[src/pkg/pcs_pkg.sv]
// constants shared by the transceiver control and status register bank
package pcs_pkg;
	// ==========================================
	// bus shape
	localparam int ADDR_W = 12;
	localparam int DATA_W = 32;
	localparam int IDX_W = 10;
	localparam int REG_W = 16;
	localparam int IRQ_W = 4;
	localparam logic [1:0] RESP_OKAY = 2'h0;
	localparam logic [1:0] RESP_SLVERR = 2'h2;
	// ==========================================
	// register indexes, byte address is four times the index
	localparam logic [IDX_W-1:0] IDX_SLEEP_ABORT = 10'h01b;
	localparam logic [IDX_W-1:0] IDX_CABLE_TEST = 10'h01e;
	localparam logic [IDX_W-1:0] IDX_RESET_STBY = 10'h01f;
	localparam logic [IDX_W-1:0] IDX_FRAME_CTRL = 10'h040;
	localparam logic [IDX_W-1:0] IDX_FRAME_PAT = 10'h041;
	localparam logic [IDX_W-1:0] IDX_LINK_STAT = 10'h133;
	localparam logic [IDX_W-1:0] IDX_IRQ_STAT = 10'h200;
	localparam logic [IDX_W-1:0] IDX_IRQ_MASK = 10'h201;
	// ==========================================
	// field positions
	localparam int B_PIN_ABORT_EN = 1;
	localparam int B_LOC_ABORT = 0;
	localparam int B_TDR_START = 15;
	localparam int B_TDR_AUTO = 14;
	localparam int B_TDR_DONE = 1;
	localparam int B_TDR_FAIL = 0;
	localparam int B_GLOBAL_RST = 15;
	localparam int B_RESTART = 14;
	localparam int B_STANDBY = 7;
	localparam int B_FRAME_EN = 0;
	localparam int B_LINK_CS = 14;
	localparam int B_SEND_STATE = 13;
	localparam int B_LINK_UP = 12;
	localparam int B_DESCR_LOCK = 2;
	localparam int B_LOC_RCVR = 1;
	localparam int B_REM_RCVR = 0;
	localparam int IRQ_TDR_DONE = 0;
	localparam int IRQ_TDR_FAIL = 1;
	localparam int IRQ_LINK_DOWN = 2;
	localparam int IRQ_SLEEP_ABORT = 3;
	// ==========================================
	// reset values and masks
	localparam logic [REG_W-1:0] RST_ZERO = 16'h0000;
	localparam logic [REG_W-1:0] RST_FRAME_PAT = 16'h88f7;
	localparam logic [REG_W-1:0] LINK_MASK = 16'h7007;
endpackage

[src/pkg/pcs_regbus_if.sv]
// internal register access strobes between bus port and register bank
`timescale 1ns/10ps
interface pcs_regbus_if;
	logic wr_en;
	logic [pcs_pkg::IDX_W-1:0] wr_idx;
	logic [pcs_pkg::DATA_W-1:0] wr_data;
	logic [3:0] wr_strb;
	logic wr_ok;
	logic rd_en;
	logic [pcs_pkg::IDX_W-1:0] rd_idx;
	logic [pcs_pkg::DATA_W-1:0] rd_data;
	logic rd_ok;
	modport port (output wr_en, wr_idx, wr_data, wr_strb, rd_en, rd_idx,
		input wr_ok, rd_data, rd_ok);
	modport regs (input wr_en, wr_idx, wr_data, wr_strb, rd_en, rd_idx,
		output wr_ok, rd_data, rd_ok);
endinterface

[src/logic/pcs_edge_det.sv]
// edge detector for synchronous status inputs, edges decoded combinationally against a registered sample
`timescale 1ns/10ps
module pcs_edge_det #(
	parameter int W = 1
) (
	// clock and reset
	input wire logic aclk,
	input wire logic rst,
	// level in, edges out
	input wire logic [W-1:0] level,
	output logic [W-1:0] rise,
	output logic [W-1:0] fall
);
	logic [W-1:0] prev_r;

	always_ff @(posedge aclk) begin
		if (rst) begin
			prev_r <= '0;
		end else begin
			prev_r <= level;
		end
	end

	assign rise = level & ~prev_r;
	assign fall = ~level & prev_r;
endmodule

[src/logic/pcs_axil_port.sv]
// AXI4-Lite slave front end turning bus beats into register strobes
`timescale 1ns/10ps
module pcs_axil_port (
	// clock and reset
	input wire logic aclk,
	input wire logic aresetn,
	// write address and data
	input wire logic [pcs_pkg::ADDR_W-1:0] awaddr,
	input wire logic awvalid,
	output logic awready,
	input wire logic [pcs_pkg::DATA_W-1:0] wdata,
	input wire logic [3:0] wstrb,
	input wire logic wvalid,
	output logic wready,
	// write response
	output logic [1:0] bresp,
	output logic bvalid,
	input wire logic bready,
	// read address and data
	input wire logic [pcs_pkg::ADDR_W-1:0] araddr,
	input wire logic arvalid,
	output logic arready,
	output logic [pcs_pkg::DATA_W-1:0] rdata,
	output logic [1:0] rresp,
	output logic rvalid,
	input wire logic rready,
	// register side
	pcs_regbus_if.port bus
);
	logic aw_held_r;
	logic w_held_r;
	logic ar_held_r;
	logic [pcs_pkg::IDX_W-1:0] aw_idx_r;
	logic [pcs_pkg::IDX_W-1:0] ar_idx_r;
	logic [pcs_pkg::DATA_W-1:0] wdata_r;
	logic [3:0] wstrb_r;

	// ready flags are kept as flops of their own so every AXI output is registered
	assign bus.wr_en = aw_held_r && w_held_r && !bvalid;
	assign bus.wr_idx = aw_idx_r;
	assign bus.wr_data = wdata_r;
	assign bus.wr_strb = wstrb_r;
	assign bus.rd_en = ar_held_r && !rvalid;
	assign bus.rd_idx = ar_idx_r;

	// ==========================================
	// write path: address and data may come in either order
	always_ff @(posedge aclk) begin
		if (!aresetn) begin
			aw_held_r <= 1'b0;
			w_held_r <= 1'b0;
			awready <= 1'b1;
			wready <= 1'b1;
			aw_idx_r <= '0;
			wdata_r <= '0;
			wstrb_r <= '0;
			bvalid <= 1'b0;
			bresp <= pcs_pkg::RESP_OKAY;
		end else begin
			if (awvalid && awready) begin
				aw_held_r <= 1'b1;
				awready <= 1'b0;
				aw_idx_r <= awaddr[pcs_pkg::ADDR_W-1:2];
			end
			if (wvalid && wready) begin
				w_held_r <= 1'b1;
				wready <= 1'b0;
				wdata_r <= wdata;
				wstrb_r <= wstrb;
			end
			if (bus.wr_en) begin
				aw_held_r <= 1'b0;
				w_held_r <= 1'b0;
				awready <= 1'b1;
				wready <= 1'b1;
				bvalid <= 1'b1;
				bresp <= bus.wr_ok ? pcs_pkg::RESP_OKAY : pcs_pkg::RESP_SLVERR;
			end else if (bvalid && bready) begin
				bvalid <= 1'b0;
			end
		end
	end

	// ==========================================
	// read path
	always_ff @(posedge aclk) begin
		if (!aresetn) begin
			ar_held_r <= 1'b0;
			arready <= 1'b1;
			ar_idx_r <= '0;
			rvalid <= 1'b0;
			rdata <= '0;
			rresp <= pcs_pkg::RESP_OKAY;
		end else begin
			if (arvalid && arready) begin
				ar_held_r <= 1'b1;
				arready <= 1'b0;
				ar_idx_r <= araddr[pcs_pkg::ADDR_W-1:2];
			end
			if (bus.rd_en) begin
				ar_held_r <= 1'b0;
				rvalid <= 1'b1;
				rdata <= bus.rd_data;
				rresp <= bus.rd_ok ? pcs_pkg::RESP_OKAY : pcs_pkg::RESP_SLVERR;
			end else if (rvalid && rready) begin
				rvalid <= 1'b0;
				arready <= 1'b1;
			end
		end
	end
endmodule

[src/logic/pcs_regs.sv]
// control and status register bank of the single-pair transceiver
// Notes on behaviour
// - with the pin abort enable set, an indicator pin used as an LED may end sleep talks.
// - the local abort bit makes the device drop sleep talks while in sleep acknowledge.
// - writing one to the cable test trigger starts a run and completion clears it.
// - with auto run set, a link drop launches a cable test run by itself.
// - read-only done flag at bit 1 and fail flag at bit 0 report the run result.
// - writing one to the global soft reset resets logic and registers, then clears itself.
// - writing one to the restart bit restarts the circuitry, keeps registers, then clears.
// - the standby bit set puts the device in standby, clear means normal operation.
// - a 16-bit frame type pattern resets to 88F7 and is matched when its enable is set.
// - the link status word is read-only, resets to zero, flags at 14, 13, 12, 2, 1, 0.
// - bit 12 mirrors the link monitor, bit 13 shows the control machine sending data.
// - bit 2 reads one while the descrambler is locked.
// - bit 1 shows local receiver link valid, bit 0 remote receiver link valid.
`timescale 1ns/10ps
module pcs_regs (
	// clock and reset
	input wire logic aclk,
	input wire logic aresetn,
	// AXI4-Lite write
	input wire logic [pcs_pkg::ADDR_W-1:0] s_axi_awaddr,
	input wire logic s_axi_awvalid,
	output logic s_axi_awready,
	input wire logic [pcs_pkg::DATA_W-1:0] s_axi_wdata,
	input wire logic [3:0] s_axi_wstrb,
	input wire logic s_axi_wvalid,
	output logic s_axi_wready,
	output logic [1:0] s_axi_bresp,
	output logic s_axi_bvalid,
	input wire logic s_axi_bready,
	// AXI4-Lite read
	input wire logic [pcs_pkg::ADDR_W-1:0] s_axi_araddr,
	input wire logic s_axi_arvalid,
	output logic s_axi_arready,
	output logic [pcs_pkg::DATA_W-1:0] s_axi_rdata,
	output logic [1:0] s_axi_rresp,
	output logic s_axi_rvalid,
	input wire logic s_axi_rready,
	// sleep negotiation
	input wire logic in_sleep_ack,
	input wire logic clock_or_indicator_pin,
	input wire logic indicator_is_led,
	output logic sleep_abort,
	// cable reflectometry engine
	input wire logic tdr_done_in,
	input wire logic tdr_fail_in,
	output logic tdr_start,
	// resets and modes
	output logic global_reset,
	output logic logic_restart,
	output logic standby,
	// frame type detector
	output logic [pcs_pkg::REG_W-1:0] frame_pattern,
	output logic frame_match_en,
	// link status sources
	input wire logic link_up_cs_in,
	input wire logic control_in_send_state,
	input wire logic link_status_in,
	input wire logic descr_lock_in,
	input wire logic loc_rcvr_ok_in,
	input wire logic rem_rcvr_ok_in,
	// interrupt
	output logic irq
);
	pcs_regbus_if bus ();

	logic reg_rst;
	logic lo_lane;
	logic hi_lane;
	logic wr_abort;
	logic wr_cable;
	logic wr_rststby;
	logic wr_fctl;
	logic wr_pat;
	logic wr_istat;
	logic wr_imask;
	logic pin_abort_en_r;
	logic loc_abort_r;
	logic tdr_auto_r;
	logic tdr_done_r;
	logic tdr_fail_r;
	logic [pcs_pkg::REG_W-1:0] link_word_r;
	logic [pcs_pkg::REG_W-1:0] link_word_nxt;
	logic [pcs_pkg::IRQ_W-1:0] irq_stat_r;
	logic [pcs_pkg::IRQ_W-1:0] irq_mask_r;
	logic [pcs_pkg::IRQ_W-1:0] irq_event;
	logic [2:0] rises;
	logic [2:0] falls;
	logic tdr_set;
	logic tdr_clr;
	logic abort_nxt;
	logic [pcs_pkg::REG_W-1:0] wmask;
	logic [pcs_pkg::REG_W-1:0] rd_word;

	// ==========================================
	// bus front end and edge detection
	pcs_axil_port u_port (
		.aclk(aclk),
		.aresetn(aresetn),
		.awaddr(s_axi_awaddr),
		.awvalid(s_axi_awvalid),
		.awready(s_axi_awready),
		.wdata(s_axi_wdata),
		.wstrb(s_axi_wstrb),
		.wvalid(s_axi_wvalid),
		.wready(s_axi_wready),
		.bresp(s_axi_bresp),
		.bvalid(s_axi_bvalid),
		.bready(s_axi_bready),
		.araddr(s_axi_araddr),
		.arvalid(s_axi_arvalid),
		.arready(s_axi_arready),
		.rdata(s_axi_rdata),
		.rresp(s_axi_rresp),
		.rvalid(s_axi_rvalid),
		.rready(s_axi_rready),
		.bus(bus)
	);

	pcs_edge_det #(.W(3)) u_edges (
		.aclk(aclk),
		.rst(reg_rst),
		.level({link_status_in, tdr_fail_in, tdr_done_in}),
		.rise(rises),
		.fall(falls)
	);

	// soft global reset hits everything the pin does, except the global bit itself and the bus port so
	// the write that caused it still gets its response
	assign reg_rst = !aresetn || global_reset;

	// ==========================================
	// write decode
	assign lo_lane = bus.wr_strb[0];
	assign hi_lane = bus.wr_strb[1];
	assign wmask = {{8{hi_lane}}, {8{lo_lane}}};
	assign wr_abort = bus.wr_en && bus.wr_idx == pcs_pkg::IDX_SLEEP_ABORT;
	assign wr_cable = bus.wr_en && bus.wr_idx == pcs_pkg::IDX_CABLE_TEST;
	assign wr_rststby = bus.wr_en && bus.wr_idx == pcs_pkg::IDX_RESET_STBY;
	assign wr_fctl = bus.wr_en && bus.wr_idx == pcs_pkg::IDX_FRAME_CTRL;
	assign wr_pat = bus.wr_en && bus.wr_idx == pcs_pkg::IDX_FRAME_PAT;
	assign wr_istat = bus.wr_en && bus.wr_idx == pcs_pkg::IDX_IRQ_STAT;
	assign wr_imask = bus.wr_en && bus.wr_idx == pcs_pkg::IDX_IRQ_MASK;

	always_comb begin
		case (bus.wr_idx)
			pcs_pkg::IDX_SLEEP_ABORT, pcs_pkg::IDX_CABLE_TEST,
			pcs_pkg::IDX_RESET_STBY, pcs_pkg::IDX_FRAME_CTRL,
			pcs_pkg::IDX_FRAME_PAT, pcs_pkg::IDX_LINK_STAT,
			pcs_pkg::IDX_IRQ_STAT, pcs_pkg::IDX_IRQ_MASK: bus.wr_ok = 1'b1;
			default: bus.wr_ok = 1'b0;
		endcase
	end

	// ==========================================
	// sleep abort controls
	always_ff @(posedge aclk) begin
		if (reg_rst) begin
			pin_abort_en_r <= 1'b0;
			loc_abort_r <= 1'b0;
		end else if (wr_abort && lo_lane) begin
			pin_abort_en_r <= bus.wr_data[pcs_pkg::B_PIN_ABORT_EN];
			loc_abort_r <= bus.wr_data[pcs_pkg::B_LOC_ABORT];
		end
	end

	assign abort_nxt = in_sleep_ack && (loc_abort_r
		|| (pin_abort_en_r && indicator_is_led && clock_or_indicator_pin));

	always_ff @(posedge aclk) begin
		if (reg_rst) begin
			sleep_abort <= 1'b0;
		end else begin
			sleep_abort <= abort_nxt;
		end
	end

	// ==========================================
	// cable reflectometry control and result
	assign tdr_set = (wr_cable && hi_lane && bus.wr_data[pcs_pkg::B_TDR_START])
		|| (tdr_auto_r && falls[2]);
	assign tdr_clr = rises[0];

	always_ff @(posedge aclk) begin
		if (reg_rst) begin
			tdr_start <= 1'b0;
		end else if (tdr_set) begin
			tdr_start <= 1'b1;
		end else if (tdr_clr) begin
			tdr_start <= 1'b0;
		end
	end

	always_ff @(posedge aclk) begin
		if (reg_rst) begin
			tdr_auto_r <= 1'b0;
		end else if (wr_cable && hi_lane) begin
			tdr_auto_r <= bus.wr_data[pcs_pkg::B_TDR_AUTO];
		end
	end

	always_ff @(posedge aclk) begin
		if (reg_rst) begin
			tdr_done_r <= 1'b0;
			tdr_fail_r <= 1'b0;
		end else begin
			tdr_done_r <= tdr_done_in;
			tdr_fail_r <= tdr_fail_in;
		end
	end

	// ==========================================
	// resets and standby
	// the global bit is kept out of its own reset effect, only the pin resets it, and it clears itself after one cycle
	always_ff @(posedge aclk) begin
		if (!aresetn) begin
			global_reset <= 1'b0;
		end else begin
			global_reset <= !global_reset && wr_rststby && hi_lane
				&& bus.wr_data[pcs_pkg::B_GLOBAL_RST];
		end
	end

	always_ff @(posedge aclk) begin
		if (reg_rst) begin
			logic_restart <= 1'b0;
			standby <= 1'b0;
		end else begin
			logic_restart <= wr_rststby && hi_lane && bus.wr_data[pcs_pkg::B_RESTART];
			if (wr_rststby && lo_lane) begin
				standby <= bus.wr_data[pcs_pkg::B_STANDBY];
			end
		end
	end

	// ==========================================
	// frame type pattern and enable
	always_ff @(posedge aclk) begin
		if (reg_rst) begin
			frame_pattern <= pcs_pkg::RST_FRAME_PAT;
			frame_match_en <= 1'b0;
		end else begin
			if (wr_pat) begin
				frame_pattern <= (bus.wr_data[pcs_pkg::REG_W-1:0] & wmask)
					| (frame_pattern & ~wmask);
			end
			if (wr_fctl && lo_lane) begin
				frame_match_en <= bus.wr_data[pcs_pkg::B_FRAME_EN];
			end
		end
	end

	// ==========================================
	// link status word, writes have no effect
	always_comb begin
		link_word_nxt = pcs_pkg::RST_ZERO;
		link_word_nxt[pcs_pkg::B_LINK_CS] = link_up_cs_in;
		link_word_nxt[pcs_pkg::B_SEND_STATE] = control_in_send_state;
		link_word_nxt[pcs_pkg::B_LINK_UP] = link_status_in;
		link_word_nxt[pcs_pkg::B_DESCR_LOCK] = descr_lock_in;
		link_word_nxt[pcs_pkg::B_LOC_RCVR] = loc_rcvr_ok_in;
		link_word_nxt[pcs_pkg::B_REM_RCVR] = rem_rcvr_ok_in;
	end

	always_ff @(posedge aclk) begin
		if (reg_rst) begin
			link_word_r <= pcs_pkg::RST_ZERO;
		end else begin
			link_word_r <= link_word_nxt;
		end
	end

	// ==========================================
	// interrupts: sticky status, set wins over a write-one clear
	assign irq_event[pcs_pkg::IRQ_TDR_DONE] = rises[0];
	assign irq_event[pcs_pkg::IRQ_TDR_FAIL] = rises[1];
	assign irq_event[pcs_pkg::IRQ_LINK_DOWN] = falls[2];
	assign irq_event[pcs_pkg::IRQ_SLEEP_ABORT] = abort_nxt && !sleep_abort;

	always_ff @(posedge aclk) begin
		if (reg_rst) begin
			irq_stat_r <= '0;
		end else if (wr_istat && lo_lane) begin
			irq_stat_r <= (irq_stat_r & ~bus.wr_data[pcs_pkg::IRQ_W-1:0]) | irq_event;
		end else begin
			irq_stat_r <= irq_stat_r | irq_event;
		end
	end

	always_ff @(posedge aclk) begin
		if (reg_rst) begin
			irq_mask_r <= '0;
			irq <= 1'b0;
		end else begin
			if (wr_imask && lo_lane) begin
				irq_mask_r <= bus.wr_data[pcs_pkg::IRQ_W-1:0];
			end
			irq <= |(irq_stat_r & irq_mask_r);
		end
	end

	// ==========================================
	// read mux, reserved bits read zero
	always_comb begin
		rd_word = pcs_pkg::RST_ZERO;
		bus.rd_ok = 1'b1;
		case (bus.rd_idx)
			pcs_pkg::IDX_SLEEP_ABORT: begin
				rd_word[pcs_pkg::B_PIN_ABORT_EN] = pin_abort_en_r;
				rd_word[pcs_pkg::B_LOC_ABORT] = loc_abort_r;
			end
			pcs_pkg::IDX_CABLE_TEST: begin
				rd_word[pcs_pkg::B_TDR_START] = tdr_start;
				rd_word[pcs_pkg::B_TDR_AUTO] = tdr_auto_r;
				rd_word[pcs_pkg::B_TDR_DONE] = tdr_done_r;
				rd_word[pcs_pkg::B_TDR_FAIL] = tdr_fail_r;
			end
			pcs_pkg::IDX_RESET_STBY: begin
				rd_word[pcs_pkg::B_STANDBY] = standby;
			end
			pcs_pkg::IDX_FRAME_CTRL: begin
				rd_word[pcs_pkg::B_FRAME_EN] = frame_match_en;
			end
			pcs_pkg::IDX_FRAME_PAT: rd_word = frame_pattern;
			pcs_pkg::IDX_LINK_STAT: rd_word = link_word_r;
			pcs_pkg::IDX_IRQ_STAT: rd_word[pcs_pkg::IRQ_W-1:0] = irq_stat_r;
			pcs_pkg::IDX_IRQ_MASK: rd_word[pcs_pkg::IRQ_W-1:0] = irq_mask_r;
			default: bus.rd_ok = 1'b0;
		endcase
	end

	assign bus.rd_data = {16'h0000, rd_word};
endmodule

[config.mk]
export PLATFORM = sky130hd
export DESIGN_NAME = pcs_regs
export DESIGN_NICKNAME = d
export VERILOG_FILES = /design/src/pkg/pcs_pkg.sv /design/src/pkg/pcs_regbus_if.sv /design/src/logic/pcs_edge_det.sv /design/src/logic/pcs_axil_port.sv /design/src/logic/pcs_regs.sv
export SDC_FILE = /design/constraint.sdc
export NUM_CORES = 1
export LEC_CHECK = 0
export ABC_AREA = 1
export BUFFER_PORTS_ARGS = -buffer_cell sky130_fd_sc_hd__buf_2
export CORE_ASPECT_RATIO = 0.8
export CORE_MARGIN = 1.5
export CORE_UTILIZATION = 53
export CTS_BUF_LIST = sky130_fd_sc_hd__clkbuf_8
export DETAILED_ROUTE_END_ITERATION = 8
export PLACE_DENSITY = 0.82
export SLEW_MARGIN = 20
export SYNTH_ARGS = -nofsm -noshare
export SYNTH_HDL_FRONTEND = slang
export SYNTH_SLANG_ARGS = --single-unit
[constraint.sdc]
create_clock -name aclk -period 1.8 [get_ports aclk]
set_input_delay 0.18 -clock aclk [delete_from_list [all_inputs] [get_ports aclk]]
set_output_delay 0.18 -clock aclk [all_outputs]
set_load 0.005 [all_outputs]
==> reports/summary.txt <==
Period utilisation layout = 0.822
P per Cell Area = 851 nW/um^2
Tot Pwr = 0.00447 W
Synth unique cells = 36
Clk network pwr share = 0.314
Internal = 0.00317 W
Clock-pin slew on the worst setup and hold paths = 100 ps
Syn Std Cell Area = 4540 um^2
RSZ-0062 raised after global routing = false
Yosys top cell area share = 0.467
Vias in the first global route = 3857
Final TNS setup = 0 ps
Seq cells post-synth = 106
Num CTS Buffers = 9
Finish-stage setup viols = 0
Post_cts resized = 0
Most used DFF post-synth = dfxtp_1
Post-synth ARST share = 0
CTS Root Buffer Type = clkbuf_8
Post-CTS setup buffers = 0
Avg Vias per Cell = 5.16
Syn avg cell area = 7.35 um^2
CTS H-tree depth = 3
DR pass1 iterations = 5
Fmax = 0.676 GHz
Sw power = 0.00129 W
Cell count after synthesis = 618
Worst R2R Path Depth = 7
Final WL = 11.1 mm
Antenna viol nets, final = 0
Die area = 9140 um^2
Reg2reg setup slack = 320 ps
Slew @ Worst Pin = 846 ps
Worst-case clock buffer depth = 2
Overall global routing resource usage = 0.244
Tightest Hold Check Type = in2reg
TritonCTS clock tree = yes
Final Skew = 13.5 ps
DP HPWL = 8.46 mm
DR vias = 4274
CP Launch Type = flip-flop
Routability cong. = 0.853
Core box area = 8130 um^2
Remaining DRCs = 0
Crit Path Class = reg2reg
Synth cell count leaders = 106 x dfxtp_1, 106 x nor2_1, 98 x nand2_1
Synth area leaders = dfxtp_1 47%, nor2_1 8.8%, nand2_1 8.1%, o21ai_0 6.5%, inv_1 5.8%
Critical R2R Capture = u_port.rdata[15]
R2R Path Start = u_port.bus.rd_idx[7]
Post-synth EDFFs = 0
Ys Warns = 0
Max Cap Violations = 0
Register share of total power = 0.570
Final Net Count = 793
Final Max Tran Viols = 0
Status = complete, no violations
Post-CTS Hold Buffers = 0
Clock latency at the later pin of the worst-skew pair = 370 ps
Die X = 107 um
Largest net degree at the start of global routing = 47
Power share of the combinational group = 0.115
DR iter-0 viols = 251
Die Ht = 85.8 um
Hold Path Depth = 3
Initial Utilization = 0.559
Layout cells sized above 1 = 0.201
Worst Path Arrival = 1790 ps
Avg WL per Cell = 13.4 um
Antenna violations before repair = 0
Crit path launch = u_port.bus.rd_idx[7]
CP Max Fanout = 7
Clock sink count = 106
Inserted Diodes = 0
Total gr overflow = 0
P&R area growth vs syn = 15.5%
Port Buffers = 101
Crit path to = u_port.rdata[15]
I/O pin count = 142
Final min period = 1480 ps
Worst endpoint required time = 2110 ps
Sw Ratio = 0.290
Peak supply drop = 0.000411 V
Final hold vios = 0
LEAKAGE = 2.52 nW
Row count = 29
Synth area leader = dfxtp_1
Share of the yosys chip area belonging to registers = 0.467
First-pass GRT wire length = 17.8 mm
Worst setup EP type = flip-flop
Max transition margin = 0.434
-- routing by layer --
metal / track usage / vias up / routed length [um]
li1: - / 2146 / -
met1: 0.324 / 1950 / 5110
met2: 0.411 / 163 / 5040
met3: 0.0479 / 15 / 808
met4: 0.0655 / 0 / 116
met5: 0 / - / 0
-- worst min path at each step --
| stage | start | end |
|---|---|---|
| 2_1_floorplan | rem_rcvr_ok_in | link_word_r[0] |
| 3_3_place_gp | loc_rcvr_ok_in | link_word_r[1] |
| 3_5_place_dp | loc_rcvr_ok_in | link_word_r[1] |
| 4_1_cts | loc_rcvr_ok_in | link_word_r[1] |
| 5_1_grt | rem_rcvr_ok_in | link_word_r[0] |
| 6_report | control_in_send_state | link_word_r[13] |
-- power groups by stage --
stage | registers, W | logic (W) | clock network [W]
6_report | 0.00255 | 0.000516 | 0.00140
5_1_grt | 0.00256 | 0.000587 | 0.00151
4_1_cts | 0.00255 | 0.000513 | 0.00142
3_5_place_dp | 0.00260 | 0.000510 | 0
3_3_place_gp | 0.00259 | 0.000494 | 0
2_1_floorplan | 0.00258 | 0.000377 | 0
-- cells by family after synthesis --
group	share of synthesized area
compound gates	0.150
simple gates	0.270
other cells	0.000825
buf+inv	0.112
flops	0.467
-- placed cells by master (no fill, tap or decap), types with 6 or more instances in the layout --
| master | Yosys | final |
|---|---|---|
| a21oi_1 | 39 | 39 |
| a32o_1 | 7 | 7 |
| buf_2 | 3 | 101 |
| buf_4 | 19 | 6 |
| clkbuf_8 | 0 | 9 |
| conb_1 | 1 | 18 |
| dfxtp_1 | 106 | 106 |
| inv_1 | 70 | 70 |
| nand2_1 | 98 | 98 |
| nand3_1 | 34 | 34 |
| nand4_1 | 7 | 7 |
| nor2_1 | 106 | 106 |
| nor2_2 | 6 | 6 |
| nor3_1 | 8 | 8 |
| o21ai_0 | 59 | 59 |
-- final cells by class --
class / instances / area, um^2
tap: 108 / 135
fill: 746 / 2880
inverter: 74 / 279
clock buffer: 9 / 124
clock inverter: 7 / 60.1
sequential: 106 / 2120
timing repair buffer: 107 / 551
multi-input combinational: 417 / 1980
-- critical path, stage by stage, from the launching register on --
cell and delay [ps]:
dfxtp_1 340, inv_1 90, nand2_1 120, nor2_2 250, nand3_1 180, o21ai_0 210
nand4_1 140, nand2_1 90
-- metrics by stage --
step | std cells | setup slack, ps | hold slack, ps | util | instance area, um^2
5_1_grt | 828 | 136 | 13.9 | 0.646 | 5250
6_report | 828 | 320 | 19.6 | 0.646 | 5250
4_1_cts | 828 | 322 | 14.5 | 0.646 | 5250
3_5_place_dp | 812 | 349 | 406 | 0.623 | 5060
3_3_place_gp | 812 | 379 | 403 | 0.623 | 5060
2_1_floorplan | 635 | 512 | 292 | - | 4610
Power figures use the tool's default switching activity.
